==> config.mk <==
export PLATFORM = sky130hd
export DESIGN_NAME = efq_flash_port
export DESIGN_NICKNAME = d
export VERILOG_FILES = /design/src/inc/efq_pkg.sv /design/src/rtl/efq_strobe_cnt.sv /design/src/rtl/efq_flash_port.sv
export SDC_FILE = /design/constraint.sdc
export NUM_CORES = 1
export LEC_CHECK = 0
export ABC_AREA = 0
export BUFFER_PORTS_ARGS = -buffer_cell sky130_fd_sc_hd__buf_2
export CORE_ASPECT_RATIO = 1.75
export CORE_MARGIN = 2
export CORE_UTILIZATION = 45
export CTS_CLUSTER_DIAMETER = 200
export DETAILED_ROUTE_END_ITERATION = 8
export GPL_ROUTABILITY_DRIVEN = 0
export GPL_TIMING_DRIVEN = 0
export RECOVER_POWER = 100
export SKIP_LAST_GASP = 1
export SLEW_MARGIN = 15
export SYNTH_ARGS = -nofsm -noshare
export SYNTH_HDL_FRONTEND = slang
export SYNTH_SLANG_ARGS = --single-unit
==> constraint.sdc <==
create_clock -name clock -period 3.9 [get_ports clock]
set_input_delay 0 -clock clock [delete_from_list [all_inputs] [get_ports clock]]
set_output_delay 0 -clock clock [all_outputs]
set_load 0.005 [all_outputs]
==> src/inc/efq_pkg.sv <==
// constants for the external flash port and its query qualifier
// assumes a 100 MHz system clock and a 16-bit word-wide part
package efq_pkg;
   localparam int unsigned ADDR_W = 21;
   localparam int unsigned DATA_W = 16;
   localparam int unsigned CLK_PERIOD_NS = 10;
   // write strobe low time, least, rounded up
   localparam int unsigned WE_LOW_NS = 100;
   localparam int unsigned WE_LOW_CYC = (WE_LOW_NS + CLK_PERIOD_NS - 1) / CLK_PERIOD_NS;
   // read strobe length, covers the 110 ns access time
   localparam int unsigned RD_ACC_NS = 110;
   localparam int unsigned RD_CYC = (RD_ACC_NS + CLK_PERIOD_NS - 1) / CLK_PERIOD_NS;
   // delay of the flash reset behind the hard reset
   localparam int unsigned MRST_DLY_CYC = 3;
   // query structure word offsets
   localparam logic [20:0] Q_PRI_CODE = 21'h000013;
   localparam logic [20:0] Q_ALT_CODE = 21'h000017;
   localparam logic [20:0] Q_REGION_CNT = 21'h00002C;
   localparam logic [20:0] Q_REGION_BASE = 21'h00002D;
   // accepted command-set codes
   localparam logic [15:0] CS_EXT_A = 16'h0001;
   localparam logic [15:0] CS_STD_B = 16'h0002;
   localparam logic [15:0] CS_STD_A = 16'h0003;
   localparam logic [15:0] CS_EXT_B = 16'h0701;
   // region word: count-1 in [15:0], size/256 in [31:16]
   localparam logic [15:0] SZ_2K = 16'h0008;
   localparam logic [15:0] SZ_4K = 16'h0010;
   localparam logic [15:0] SZ_8K = 16'h0020;
   localparam logic [15:0] SZ_16K = 16'h0040;
   localparam logic [15:0] SZ_32K = 16'h0080;
   localparam logic [15:0] SZ_64K = 16'h0100;
endpackage : efq_pkg

==> src/rtl/efq_strobe_cnt.sv <==
// down counter that times one strobe of the memory port
// assumes load and load_val come from the sequencer in the same clock
`timescale 1ns/10ps
module efq_strobe_cnt #(
   parameter int unsigned W = 8
) (
   // clock and reset
   input wire logic clock,
   input wire logic reset,
   // control
   input wire logic load,
   input wire logic [W-1:0] load_val,
   // status
   output logic done
);
   logic [W-1:0] cnt_q; // cycles still to run
   // count down to zero after a load
   always_ff @(posedge clock) begin
      if (reset) begin
         cnt_q <= '0;
      end else if (load) begin
         cnt_q <= load_val;
      end else if (cnt_q != '0) begin
         cnt_q <= cnt_q - 1'b1;
      end
   end
   assign done = (cnt_q == '0) && !load;
endmodule : efq_strobe_cnt

==> src/rtl/efq_flash_port.sv <==
// external parallel flash port with strobe sequencer and query qualifier
// assumes a word-wide flash in query mode when the qualify walk runs
// How it works
// - sixteen data lines, twenty-one address lines
// - write strobe low only while writing
// - read strobe low only while reading
// - select low for every transfer only
// - flash reset trails every hard reset
// - accept four command-set codes only
// - read erase regions from offset 0x2d
// - accept uniform 4KB or 2KB layouts
// - accept four-region or 8KB+64KB layouts
// - adapt only when query data qualifies
// - processor fetches code through this port
`timescale 1ns/10ps
module efq_flash_port #(
   parameter int unsigned CNT_W = 8
) (
   // clock and reset
   input wire logic clock,
   input wire logic reset,
   // user access request
   input wire logic req_valid,
   input wire logic req_write,
   input wire logic [20:0] req_addr,
   input wire logic [15:0] req_wdata,
   output logic req_ready,
   output logic rsp_valid,
   output logic [15:0] rsp_rdata,
   // qualify control and result
   input wire logic qual_start,
   output logic qual_busy,
   output logic qual_done,
   output logic qual_ok,
   output logic [15:0] qual_cmd_set,
   // memory pins
   output logic [20:0] mem_addr,
   input wire logic [15:0] mem_data_in,
   output logic [15:0] mem_data_out,
   output logic mem_data_oe,
   output logic mem_we_n,
   output logic mem_oe_n,
   output logic mem_cs_n,
   output logic memory_reset_n
);
   typedef enum logic [1:0] {
      ST_IDLE = 2'b00,
      ST_READ = 2'b01,
      ST_WRITE = 2'b10,
      ST_HOLD = 2'b11
   } efq_st_t;
   efq_st_t st_q; // port sequencer state
   logic [20:0] addr_q; // latched address
   logic [15:0] wdat_q; // latched write data
   logic own_q; // access belongs to the qualifier
   logic cnt_load; // start strobe timer
   logic [CNT_W-1:0] cnt_val; // strobe length
   logic cnt_done; // strobe timer expired
   logic [efq_pkg::MRST_DLY_CYC-1:0] rst_sh_q; // reset delay chain
   // qualifier walk
   logic [3:0] qstep_q; // index of query word
   logic [15:0] qbuf_q [0:10]; // captured query words
   logic qreq; // qualifier wants a read
   logic [20:0] qaddr; // qualifier read address
   logic take; // new access accepted
   logic fin; // strobe ending this cycle
   logic last_q; // last query word landed at the previous edge
   logic [CNT_W-1:0] we_run_q; // write strobe low cycles so far

   // flash reset delay
   // shift ones in after reset; nothing else moves it
   always_ff @(posedge clock) begin
      if (reset) begin
         rst_sh_q <= '0;
      end else begin
         rst_sh_q <= {rst_sh_q[efq_pkg::MRST_DLY_CYC-2:0], 1'b1};
      end
   end
   assign memory_reset_n = rst_sh_q[efq_pkg::MRST_DLY_CYC-1];

   // qualifier reads go first; the user waits meanwhile
   assign qreq = qual_busy && (st_q == ST_IDLE);
   assign qaddr = (qstep_q == 4'h0) ? efq_pkg::Q_PRI_CODE :
                  (qstep_q == 4'h1) ? efq_pkg::Q_ALT_CODE :
                  (qstep_q == 4'h2) ? efq_pkg::Q_REGION_CNT :
                  21'(efq_pkg::Q_REGION_BASE + 21'(qstep_q) - 21'h3);
   assign req_ready = (st_q == ST_IDLE) && !qual_busy && memory_reset_n;
   assign take = qreq || (req_valid && req_ready);
   assign fin = cnt_done && ((st_q == ST_READ) || (st_q == ST_WRITE));
   assign cnt_load = take;
   assign cnt_val = (!qreq && req_write) ? CNT_W'(efq_pkg::WE_LOW_CYC - 1) : CNT_W'(efq_pkg::RD_CYC - 1);

   efq_strobe_cnt #(.W(CNT_W)) u_cnt (
      .clock(clock),
      .reset(reset),
      .load(cnt_load),
      .load_val(cnt_val),
      .done(cnt_done)
   );

   // sequencer: idle, strobe, one hold cycle
   always_ff @(posedge clock) begin
      if (reset) begin
         st_q <= ST_IDLE;
      end else begin
         case (st_q)
            ST_IDLE: begin
               if (take) begin
                  st_q <= (!qreq && req_write) ? ST_WRITE : ST_READ;
               end
            end
            ST_READ, ST_WRITE: begin
               if (fin) begin
                  st_q <= ST_HOLD;
               end
            end
            ST_HOLD: st_q <= ST_IDLE;
            default: st_q <= ST_IDLE;
         endcase
      end
   end

   // address and data latched at take
   always_ff @(posedge clock) begin
      if (reset) begin
         addr_q <= '0;
         wdat_q <= '0;
         own_q <= 1'b0;
      end else if (take) begin
         addr_q <= qreq ? qaddr : req_addr;
         wdat_q <= req_wdata;
         own_q <= qreq;
      end
   end
   assign mem_addr = addr_q;
   assign mem_data_out = wdat_q;
   assign mem_data_oe = (st_q == ST_WRITE);
   assign mem_we_n = !(st_q == ST_WRITE);
   assign mem_oe_n = !(st_q == ST_READ);
   // select per transfer, covers the hold cycle
   assign mem_cs_n = (st_q == ST_IDLE);

   // read data back to the fetch side
   always_ff @(posedge clock) begin
      if (reset) begin
         rsp_valid <= 1'b0;
         rsp_rdata <= '0;
      end else begin
         rsp_valid <= fin && (st_q == ST_READ) && !own_q;
         if (fin && (st_q == ST_READ)) begin
            rsp_rdata <= mem_data_in;
         end
      end
   end

   // walk: codes, region count, region words
   always_ff @(posedge clock) begin
      if (reset) begin
         qual_busy <= 1'b0;
         qstep_q <= '0;
         for (int i = 0; i < 11; i++) begin
            qbuf_q[i] <= '0;
         end
      end else if (qual_start && !qual_busy && (st_q == ST_IDLE)) begin
         qual_busy <= 1'b1;
         qstep_q <= '0;
      end else if (fin && own_q) begin
         qbuf_q[qstep_q] <= mem_data_in;
         if (qstep_q == 4'hA) begin
            qual_busy <= 1'b0;
         end
         qstep_q <= qstep_q + 4'h1;
      end
   end

   // verdict on the captured words
   function automatic logic cs_ok(input logic [15:0] c);
      return (c == efq_pkg::CS_EXT_A) || (c == efq_pkg::CS_STD_B) ||
             (c == efq_pkg::CS_STD_A) || (c == efq_pkg::CS_EXT_B);
   endfunction
   function automatic logic rg(input logic [15:0] lo, input logic [15:0] hi,
                               input logic [15:0] sz, input logic [15:0] n);
      return (hi == sz) && (lo == 16'(n - 16'h1));
   endfunction
   function automatic logic n64(input logic [15:0] lo, input logic [15:0] hi);
      return rg(lo, hi, efq_pkg::SZ_64K, 16'h0007) || rg(lo, hi, efq_pkg::SZ_64K, 16'h000F) ||
             rg(lo, hi, efq_pkg::SZ_64K, 16'h001F) || rg(lo, hi, efq_pkg::SZ_64K, 16'h003F);
   endfunction
   logic code_ok; // a known command set
   logic lay_ok; // a known erase layout
   logic [15:0] r_n; // region count
   always_comb begin
      r_n = qbuf_q[2];
      code_ok = cs_ok(qbuf_q[0]) || cs_ok(qbuf_q[1]);
      lay_ok = 1'b0;
      if (r_n == 16'h0001) begin
         lay_ok = rg(qbuf_q[3], qbuf_q[4], efq_pkg::SZ_4K, 16'h0080) ||
                  rg(qbuf_q[3], qbuf_q[4], efq_pkg::SZ_4K, 16'h0100) ||
                  rg(qbuf_q[3], qbuf_q[4], efq_pkg::SZ_4K, 16'h0200) ||
                  rg(qbuf_q[3], qbuf_q[4], efq_pkg::SZ_4K, 16'h0400) ||
                  rg(qbuf_q[3], qbuf_q[4], efq_pkg::SZ_2K, 16'h0100) ||
                  rg(qbuf_q[3], qbuf_q[4], efq_pkg::SZ_2K, 16'h0200) ||
                  rg(qbuf_q[3], qbuf_q[4], efq_pkg::SZ_2K, 16'h0400) ||
                  rg(qbuf_q[3], qbuf_q[4], efq_pkg::SZ_2K, 16'h0800);
      end else if (r_n == 16'h0002) begin
         lay_ok = (qbuf_q[4] == efq_pkg::SZ_8K) && n64(qbuf_q[5], qbuf_q[6]);
      end else if (r_n == 16'h0004) begin
         lay_ok = rg(qbuf_q[3], qbuf_q[4], efq_pkg::SZ_16K, 16'h0001) &&
                  rg(qbuf_q[5], qbuf_q[6], efq_pkg::SZ_8K, 16'h0002) &&
                  rg(qbuf_q[7], qbuf_q[8], efq_pkg::SZ_32K, 16'h0001) &&
                  n64(qbuf_q[9], qbuf_q[10]);
      end
   end

   // verdict waits one edge so no half-read layout is ever reported
   always_ff @(posedge clock) begin
      last_q <= !reset && fin && own_q && (qstep_q == 4'hA);
   end
   always_ff @(posedge clock) begin
      if (reset) begin
         qual_done <= 1'b0;
         qual_ok <= 1'b0;
         qual_cmd_set <= '0;
      end else if (qual_start && !qual_busy && (st_q == ST_IDLE)) begin
         qual_done <= 1'b0;
         qual_ok <= 1'b0;
      end else if (last_q) begin
         qual_done <= 1'b1;
         qual_ok <= code_ok && lay_ok;
         qual_cmd_set <= cs_ok(qbuf_q[0]) ? qbuf_q[0] : qbuf_q[1];
      end
   end

   property p_no_both;
      @(posedge clock) disable iff (reset) !(!mem_we_n && !mem_oe_n);
   endproperty
   a_no_both: assert property (p_no_both) else $error("both strobes low");
   property p_bus_rel;
      @(posedge clock) disable iff (reset) mem_data_oe |-> !mem_we_n;
   endproperty
   a_bus_rel: assert property (p_bus_rel) else $error("data driven outside write");
   property p_cs;
      @(posedge clock) disable iff (reset) (!mem_we_n || !mem_oe_n) |-> !mem_cs_n;
   endproperty
   a_cs: assert property (p_cs) else $error("strobe without select");
   // low-time counter for the width check
   always_ff @(posedge clock) begin
      if (reset || mem_we_n) begin
         we_run_q <= '0;
      end else if (we_run_q != '1) begin
         we_run_q <= we_run_q + 1'b1;
      end
   end
   property p_we_len;
      @(posedge clock) disable iff (reset) $rose(mem_we_n) |-> (we_run_q >= CNT_W'(efq_pkg::WE_LOW_CYC));
   endproperty
   a_we_len: assert property (p_we_len) else $error("write strobe short");
   property p_addr;
      @(posedge clock) disable iff (reset) (!mem_cs_n && $past(!mem_cs_n)) |-> $stable(mem_addr);
   endproperty
   a_addr: assert property (p_addr) else $error("address moved in access");
   property p_mrst;
      @(posedge clock) $fell(reset) |-> !memory_reset_n [*3] ##1 memory_reset_n;
   endproperty
   a_mrst: assert property (p_mrst) else $error("flash reset delay wrong");
   property p_rd;
      @(posedge clock) disable iff (reset) $rose(mem_oe_n) && !own_q |-> rsp_valid;
   endproperty
   a_rd: assert property (p_rd) else $error("read without response");
   property p_ok;
      @(posedge clock) disable iff (reset) qual_ok |-> qual_done && !qual_busy;
   endproperty
   a_ok: assert property (p_ok) else $error("qualified early");
endmodule : efq_flash_port

# Word-level counts from Yosys, hierarchy flattened
# Memories as Yosys holds them, arrays and structs flattened.
# Index checks and enable logic that the tools add are counted.
# Widths: inputs -> output; s select.
word_totals:
  ff_bits: 92
  ramBits: 176
  in_bits: 58
  out_inout_bits: 79
  mem_count: 1
classes:
  addsub: 4
  n_eq_ne: 41
  n_mux: 28
  bitwise_logic: 1
  reduce_logical: 83
mem_list:
  columns: ["name", "words", "word_bits", "read_ports", "rd_ports_with_merged_regs", "wr", "line", "rtl"]
  rows:
  - ["qbuf_q", 11, 16, 11, 0, 11, "efq_flash_port.sv:62", "logic [15:0] qbuf_q [0:10];"]
ops:
  columns: ["cell", "count"]
  rows:
  - ["$mux 21", 4]
  - ["$eq 16x2->1 const B", 5]
  - ["$eq 16x1->1 const B", 4]
  - ["$eq 16x6->1 const B", 4]
  - ["$eq 16x11->1 const B", 3]
  - ["$eq 16x3->1 const B", 3]
  - ["$eq 16x4->1 const B", 3]
  - ["$eq 16x5->1 const B", 3]
  - ["$eq 16x9->1 const B", 3]
  - ["$logic_and 1x1->1", 39]
  - ["$eq 16x7->1 const B", 2]
  - ["$eq 16x8->1 const B", 2]
  - ["$logic_not 16->1", 2]
  - ["$mux 16", 2]
  - ["$logic_or 1x1->1", 22]
  - ["$eq 16x10->1 const B", 1]
  - ["$mux 8", 2]
  - ["$reduce_or 16->1", 1]
  - ["$mux 1", 14]
  - ["$logic_not 8->1", 1]
  - ["$mux 2", 4]
  - ["$reduce_bool 8->1", 1]
  - ["$sub 7x2->8 const B", 1]
  - ["$sub 8x1->8 const B", 1]
  - ["18 further kinds", 30]

# Longest topological paths before layout
depth:
  depth_word: 15
  depth_mapped: 10
  ltp_nobuf: 8

# By module
# From an unflattened synthesis, not the netlist that was laid out.
unflattened:
  hier_cells: 999
  hier_area_um2: 10552.6
modules_own_cells:
  columns: ["mod", "n_inst", "cells_each", "area_per_inst_um2", "seq_area_each_um2"]
  rows:
  - ["efq_flash_port", 1, 941, 10074.7, 6806.5]
  - ["efq_strobe_cnt", 1, 58, 478.0, 160.2]

# Worst setup path after synthesis
# No wires, ideal clock.
synth_timing:
  kind: "flip-flop to flip-flop"
  startpoint: "reg u_cnt.cnt_q[2]"
  endpoint: "mem qbuf_q[9][0] (enable)"
  setup_time_ns: 0.411
  t_arrival_ns: 3.023
  t_required_ns: 3.489
  path_slack_ns: 0.466
  stages_incl_launch_ff: 7
  path_buffers: 1
  path_cell_list: "dfxtp_1 > or4_4 > a2111oi_4 > and3_1 > clkbuf_1 > nand2_1 > o21ai_0"
synth_lines:
  columns: ["item", "line", "rtl"]
  rows:
  - ["start: declaration", "efq_strobe_cnt.sv:16", "logic [W-1:0] cnt_q;"]
  - ["start signal: assignment", "efq_strobe_cnt.sv:22", "cnt_q <= load_val;"]
  - ["start signal: assignment", "efq_strobe_cnt.sv:24", "cnt_q <= cnt_q - 1'b1;"]
  - ["end: declaration", "efq_flash_port.sv:62", null]

==> impl_results.md <==
* Status: finished, final reports clean
* Die W at 119.3 um
* CP endpoint kind: flop
* Synth Register Bits at 268
* Final-stage net count at 1262
* Worst-skew pair later-pin latency at 0.53 ns
* Synth async-reset ratio at 0%
* Core area at 22830 um^2
* Worst-path clk slew at 0.06 ns
* Overall overflow remaining after global route at 0
* Die Footprint at 24560 um^2
* Largest net degree at the start of global routing at 17
* Worst r2r path cells at 8
* Synth Flop Type: edfxtp_1
* Reg2reg start: u_cnt.cnt_q[2]
* Crit path DAT at 3.86 ns
* Slew Limit Fails at 0
* Final worst-path setup slack at 0.2334 ns
* Initial cell density of the core at 45.86%
* CTS root buffer: clkbuf_16
* Hold path startpoint: req_valid
* Leakage at 4.646 nW
* Yosys warns at 0
* Distinct cells, synth at 49
* Mapped cell area at 10470 um^2
* Ports at 137
* Slew headroom at 20.01%
* Share of cells above drive strength 1 at 11.40%
* Achievable Freq at 272.7 MHz
* RSZ-0062 raised after global routing: no
* H-Tree Depth at 1
* Syn_area_per_cell at 10.74 um^2
* Sequential cell area fraction in the yosys report at 66.52%
* CTS tree: built
* Post-route minimum period at 3.667 ns
* Pre-antenna DRT Iters at 5
* Cell count after synthesis at 975
* Drt total wl at 28270 um
* Min-Delay Endpoint: u_cnt.cnt_q[1]
* Final ANT Viol Nets at 0
* Number of synthesized flops with an enable pin at 160
* WHS Path Cells at 5
* GRT Util Overall at 22.66%
* FF-to-FF End: qbuf_q[6][12]
* Maximum vdd ir drop at 0.0002818 V
* Worst Hold Class: input port to flop
* DRC at 0
* CTS Buf Count at 25
* DP Wirelength at 20050 um
* Drt wl/cell at 18.71 um
* FF-to-FF setup slack at 0.23 ns
* Crit-path max FO at 16
* Max-cap viol count at 0
* Period utilization at 94.01%
* Num Clock Sinks at 268
* CP Class: flop to flop
* Most frequent cells in the layout: edfxtp_1 (160), nor2_1 (159), nand2_1 (153), dfxtp_1 (108), clkbuf_1 (103)
* IO Port Bufs at 135
* Final hold vios at 0
* Syn_nets at 1044
* Req. time, crit path at 4.09 ns
* Skew final at 0.01532 ns
* PwrDens at 515.3 nW/um^2
* Tot Pwr at 6.625 mW
* Initial antenna violation count at 0
* Average vias per placed instance at 5.175
* Global-route wire length before repair at 42900 um
* Number of DRC markers in iteration 0 at 439
* Number of antenna diodes at 0
* DR vias at 7819
* Crit start category: flop
* Most common cell after layout, fill and taps aside: edfxtp_1
* Chip height at 205.8 um
* Layout area overhead at 22.76%
* Final setup vio count at 0
* Dpl ws at 0.04141 ns
* Clock Path Buffers at 3
* Vias in the first global route at 8115
* Std-Cell Rows at 73
* Worst-margin pin slew at 1.187 ns
## kinds of logic after synthesis
group	Yosys count	share of synthesized area, %
adders and majority gates	11	1.314
AOI/OAI and AO/OA	123	6.715
buffers and inverters	77	2.855
muxes	9	0.8722
xor gates and xnor gates	8	0.6690
DFF	268	66.52
and+or+nand+nor	479	21.05
## synthesized netlist by cell type, types with 2 or more instances
master	instances	area share [%]
dfxtp_1	108	21
ha_1	11	1.3
o21ai_0	30	1.4
buf_2	5	0.24
o31a_1	2	0.17
or4_1	4	0.29
or3_1	3	0.18
nor4_1	35	2.1
a21oi_1	73	3.5
and3_1	19	1.1
nand4b_1	5	0.42
and2_1	6	0.36
o221ai_1	3	0.25
or2_2	2	0.12
a21o_1	2	0.14
a211oi_1	5	0.36
nor4b_1	4	0.33
inv_1	27	0.97
edfxtp_1	160	46
nor3_1	15	0.72
nand3_1	39	1.9
nand2_1	158	5.7
clkbuf_1	40	1.4
nand2b_1	4	0.24
nor2b_1	6	0.36
xor2_1	4	0.33
mux2i_1	8	0.76
nand2_2	2	0.12
nor2_1	159	5.7
nand4_1	8	0.48
nand3_2	4	0.38
buf_1	4	0.14
xnor2_1	4	0.33
## registers in the layout, indices dropped and copies added (netlist names)
signal	cells
last_q	1
mem_addr	21
mem_data_out	16
own_q	1
qbuf_q	176
qstep_q	4
qual_busy	1
qual_cmd_set	16
qual_done	1
qual_ok	1
rsp_rdata	16
rsp_valid	1
rst_sh_q	3
st_q	2
u_cnt.cnt_q	8
## per-layer routing
layer  global-route usage [%]  vias up  wire, um
li1                         -     3850         -
met1                    23.02     3703     10360
met2                    45.30      204     15630
met3                    2.910       62      1104
met4                    10.00        0      1175
met5                        0        -         0
## worst max-delay path: stages, from the launching register on
cell	delay (ns)
dfxtp_1	0.35
or4_4	0.58
a2111oi_4	0.58
and4_1	0.30
buf_4	0.19
nor3b_4	0.27
nand3_1	0.33
clkbuf_1	0.33
nand2_2	0.37
## layout make-up
type / count / area (um^2)
Timing Repair Buffer: 191 / 1170
Inverter: 27 / 101.3
Clock inverter: 14 / 181.4
Tap cell: 300 / 375.4
Fill cell: 2042 / 9978
Clock buffer: 31 / 658.1
Sequential cell: 268 / 6967
Multi-Input combinational cell: 630 / 3209
Buffer: 50 / 193.9
## report_power, final
part | total [mW] | switching (mW) | internal [mW]
sequential | 3.26 | 0.0980 | 3.16
clock | 2.51 | 1.05 | 1.47
combinational | 0.852 | 0.508 | 0.344
## how the worst max path moves through the flow
stage	from	end	slack [ns]
floorplan	u_cnt.cnt_q[2]	qbuf_q[9][0]	0.47
global placement	u_cnt.cnt_q[2]	qbuf_q[9][13]	-0.45
detailed placement	u_cnt.cnt_q[2]	qbuf_q[5][11]	0.04
CTS	u_cnt.cnt_q[2]	qbuf_q[5][13]	0.02
global route	u_cnt.cnt_q[2]	qbuf_q[6][14]	0.008
finish	u_cnt.cnt_q[2]	qbuf_q[6][12]	0.23
## through the flow
step / utilization [%] / setup TNS, ns / cells / hold slack [ns] / instance area (um^2)
floorplan: - / 0 / 975 / 0.1360 / 10470
global placement: 50.47 / -7.114 / 1410 / 0.2404 / 11520
global route: 56.30 / 0 / 1511 / 0.07733 / 12860
CTS: 56.62 / 0 / 1511 / 0.02272 / 12930
detailed placement: 50.53 / 0 / 1411 / 0.2462 / 11540
finish: 56.30 / 0 / 1511 / 0.04270 / 12860
## timing repair
item	in CTS	in global routing
setup endpoints to repair	0	96
gates resized for setup	0	6
buffers inserted	0	0
hold buffers	55	0
hold endpoints to repair	75	0
No activity file was read; power rests on OpenSTA's default activity.
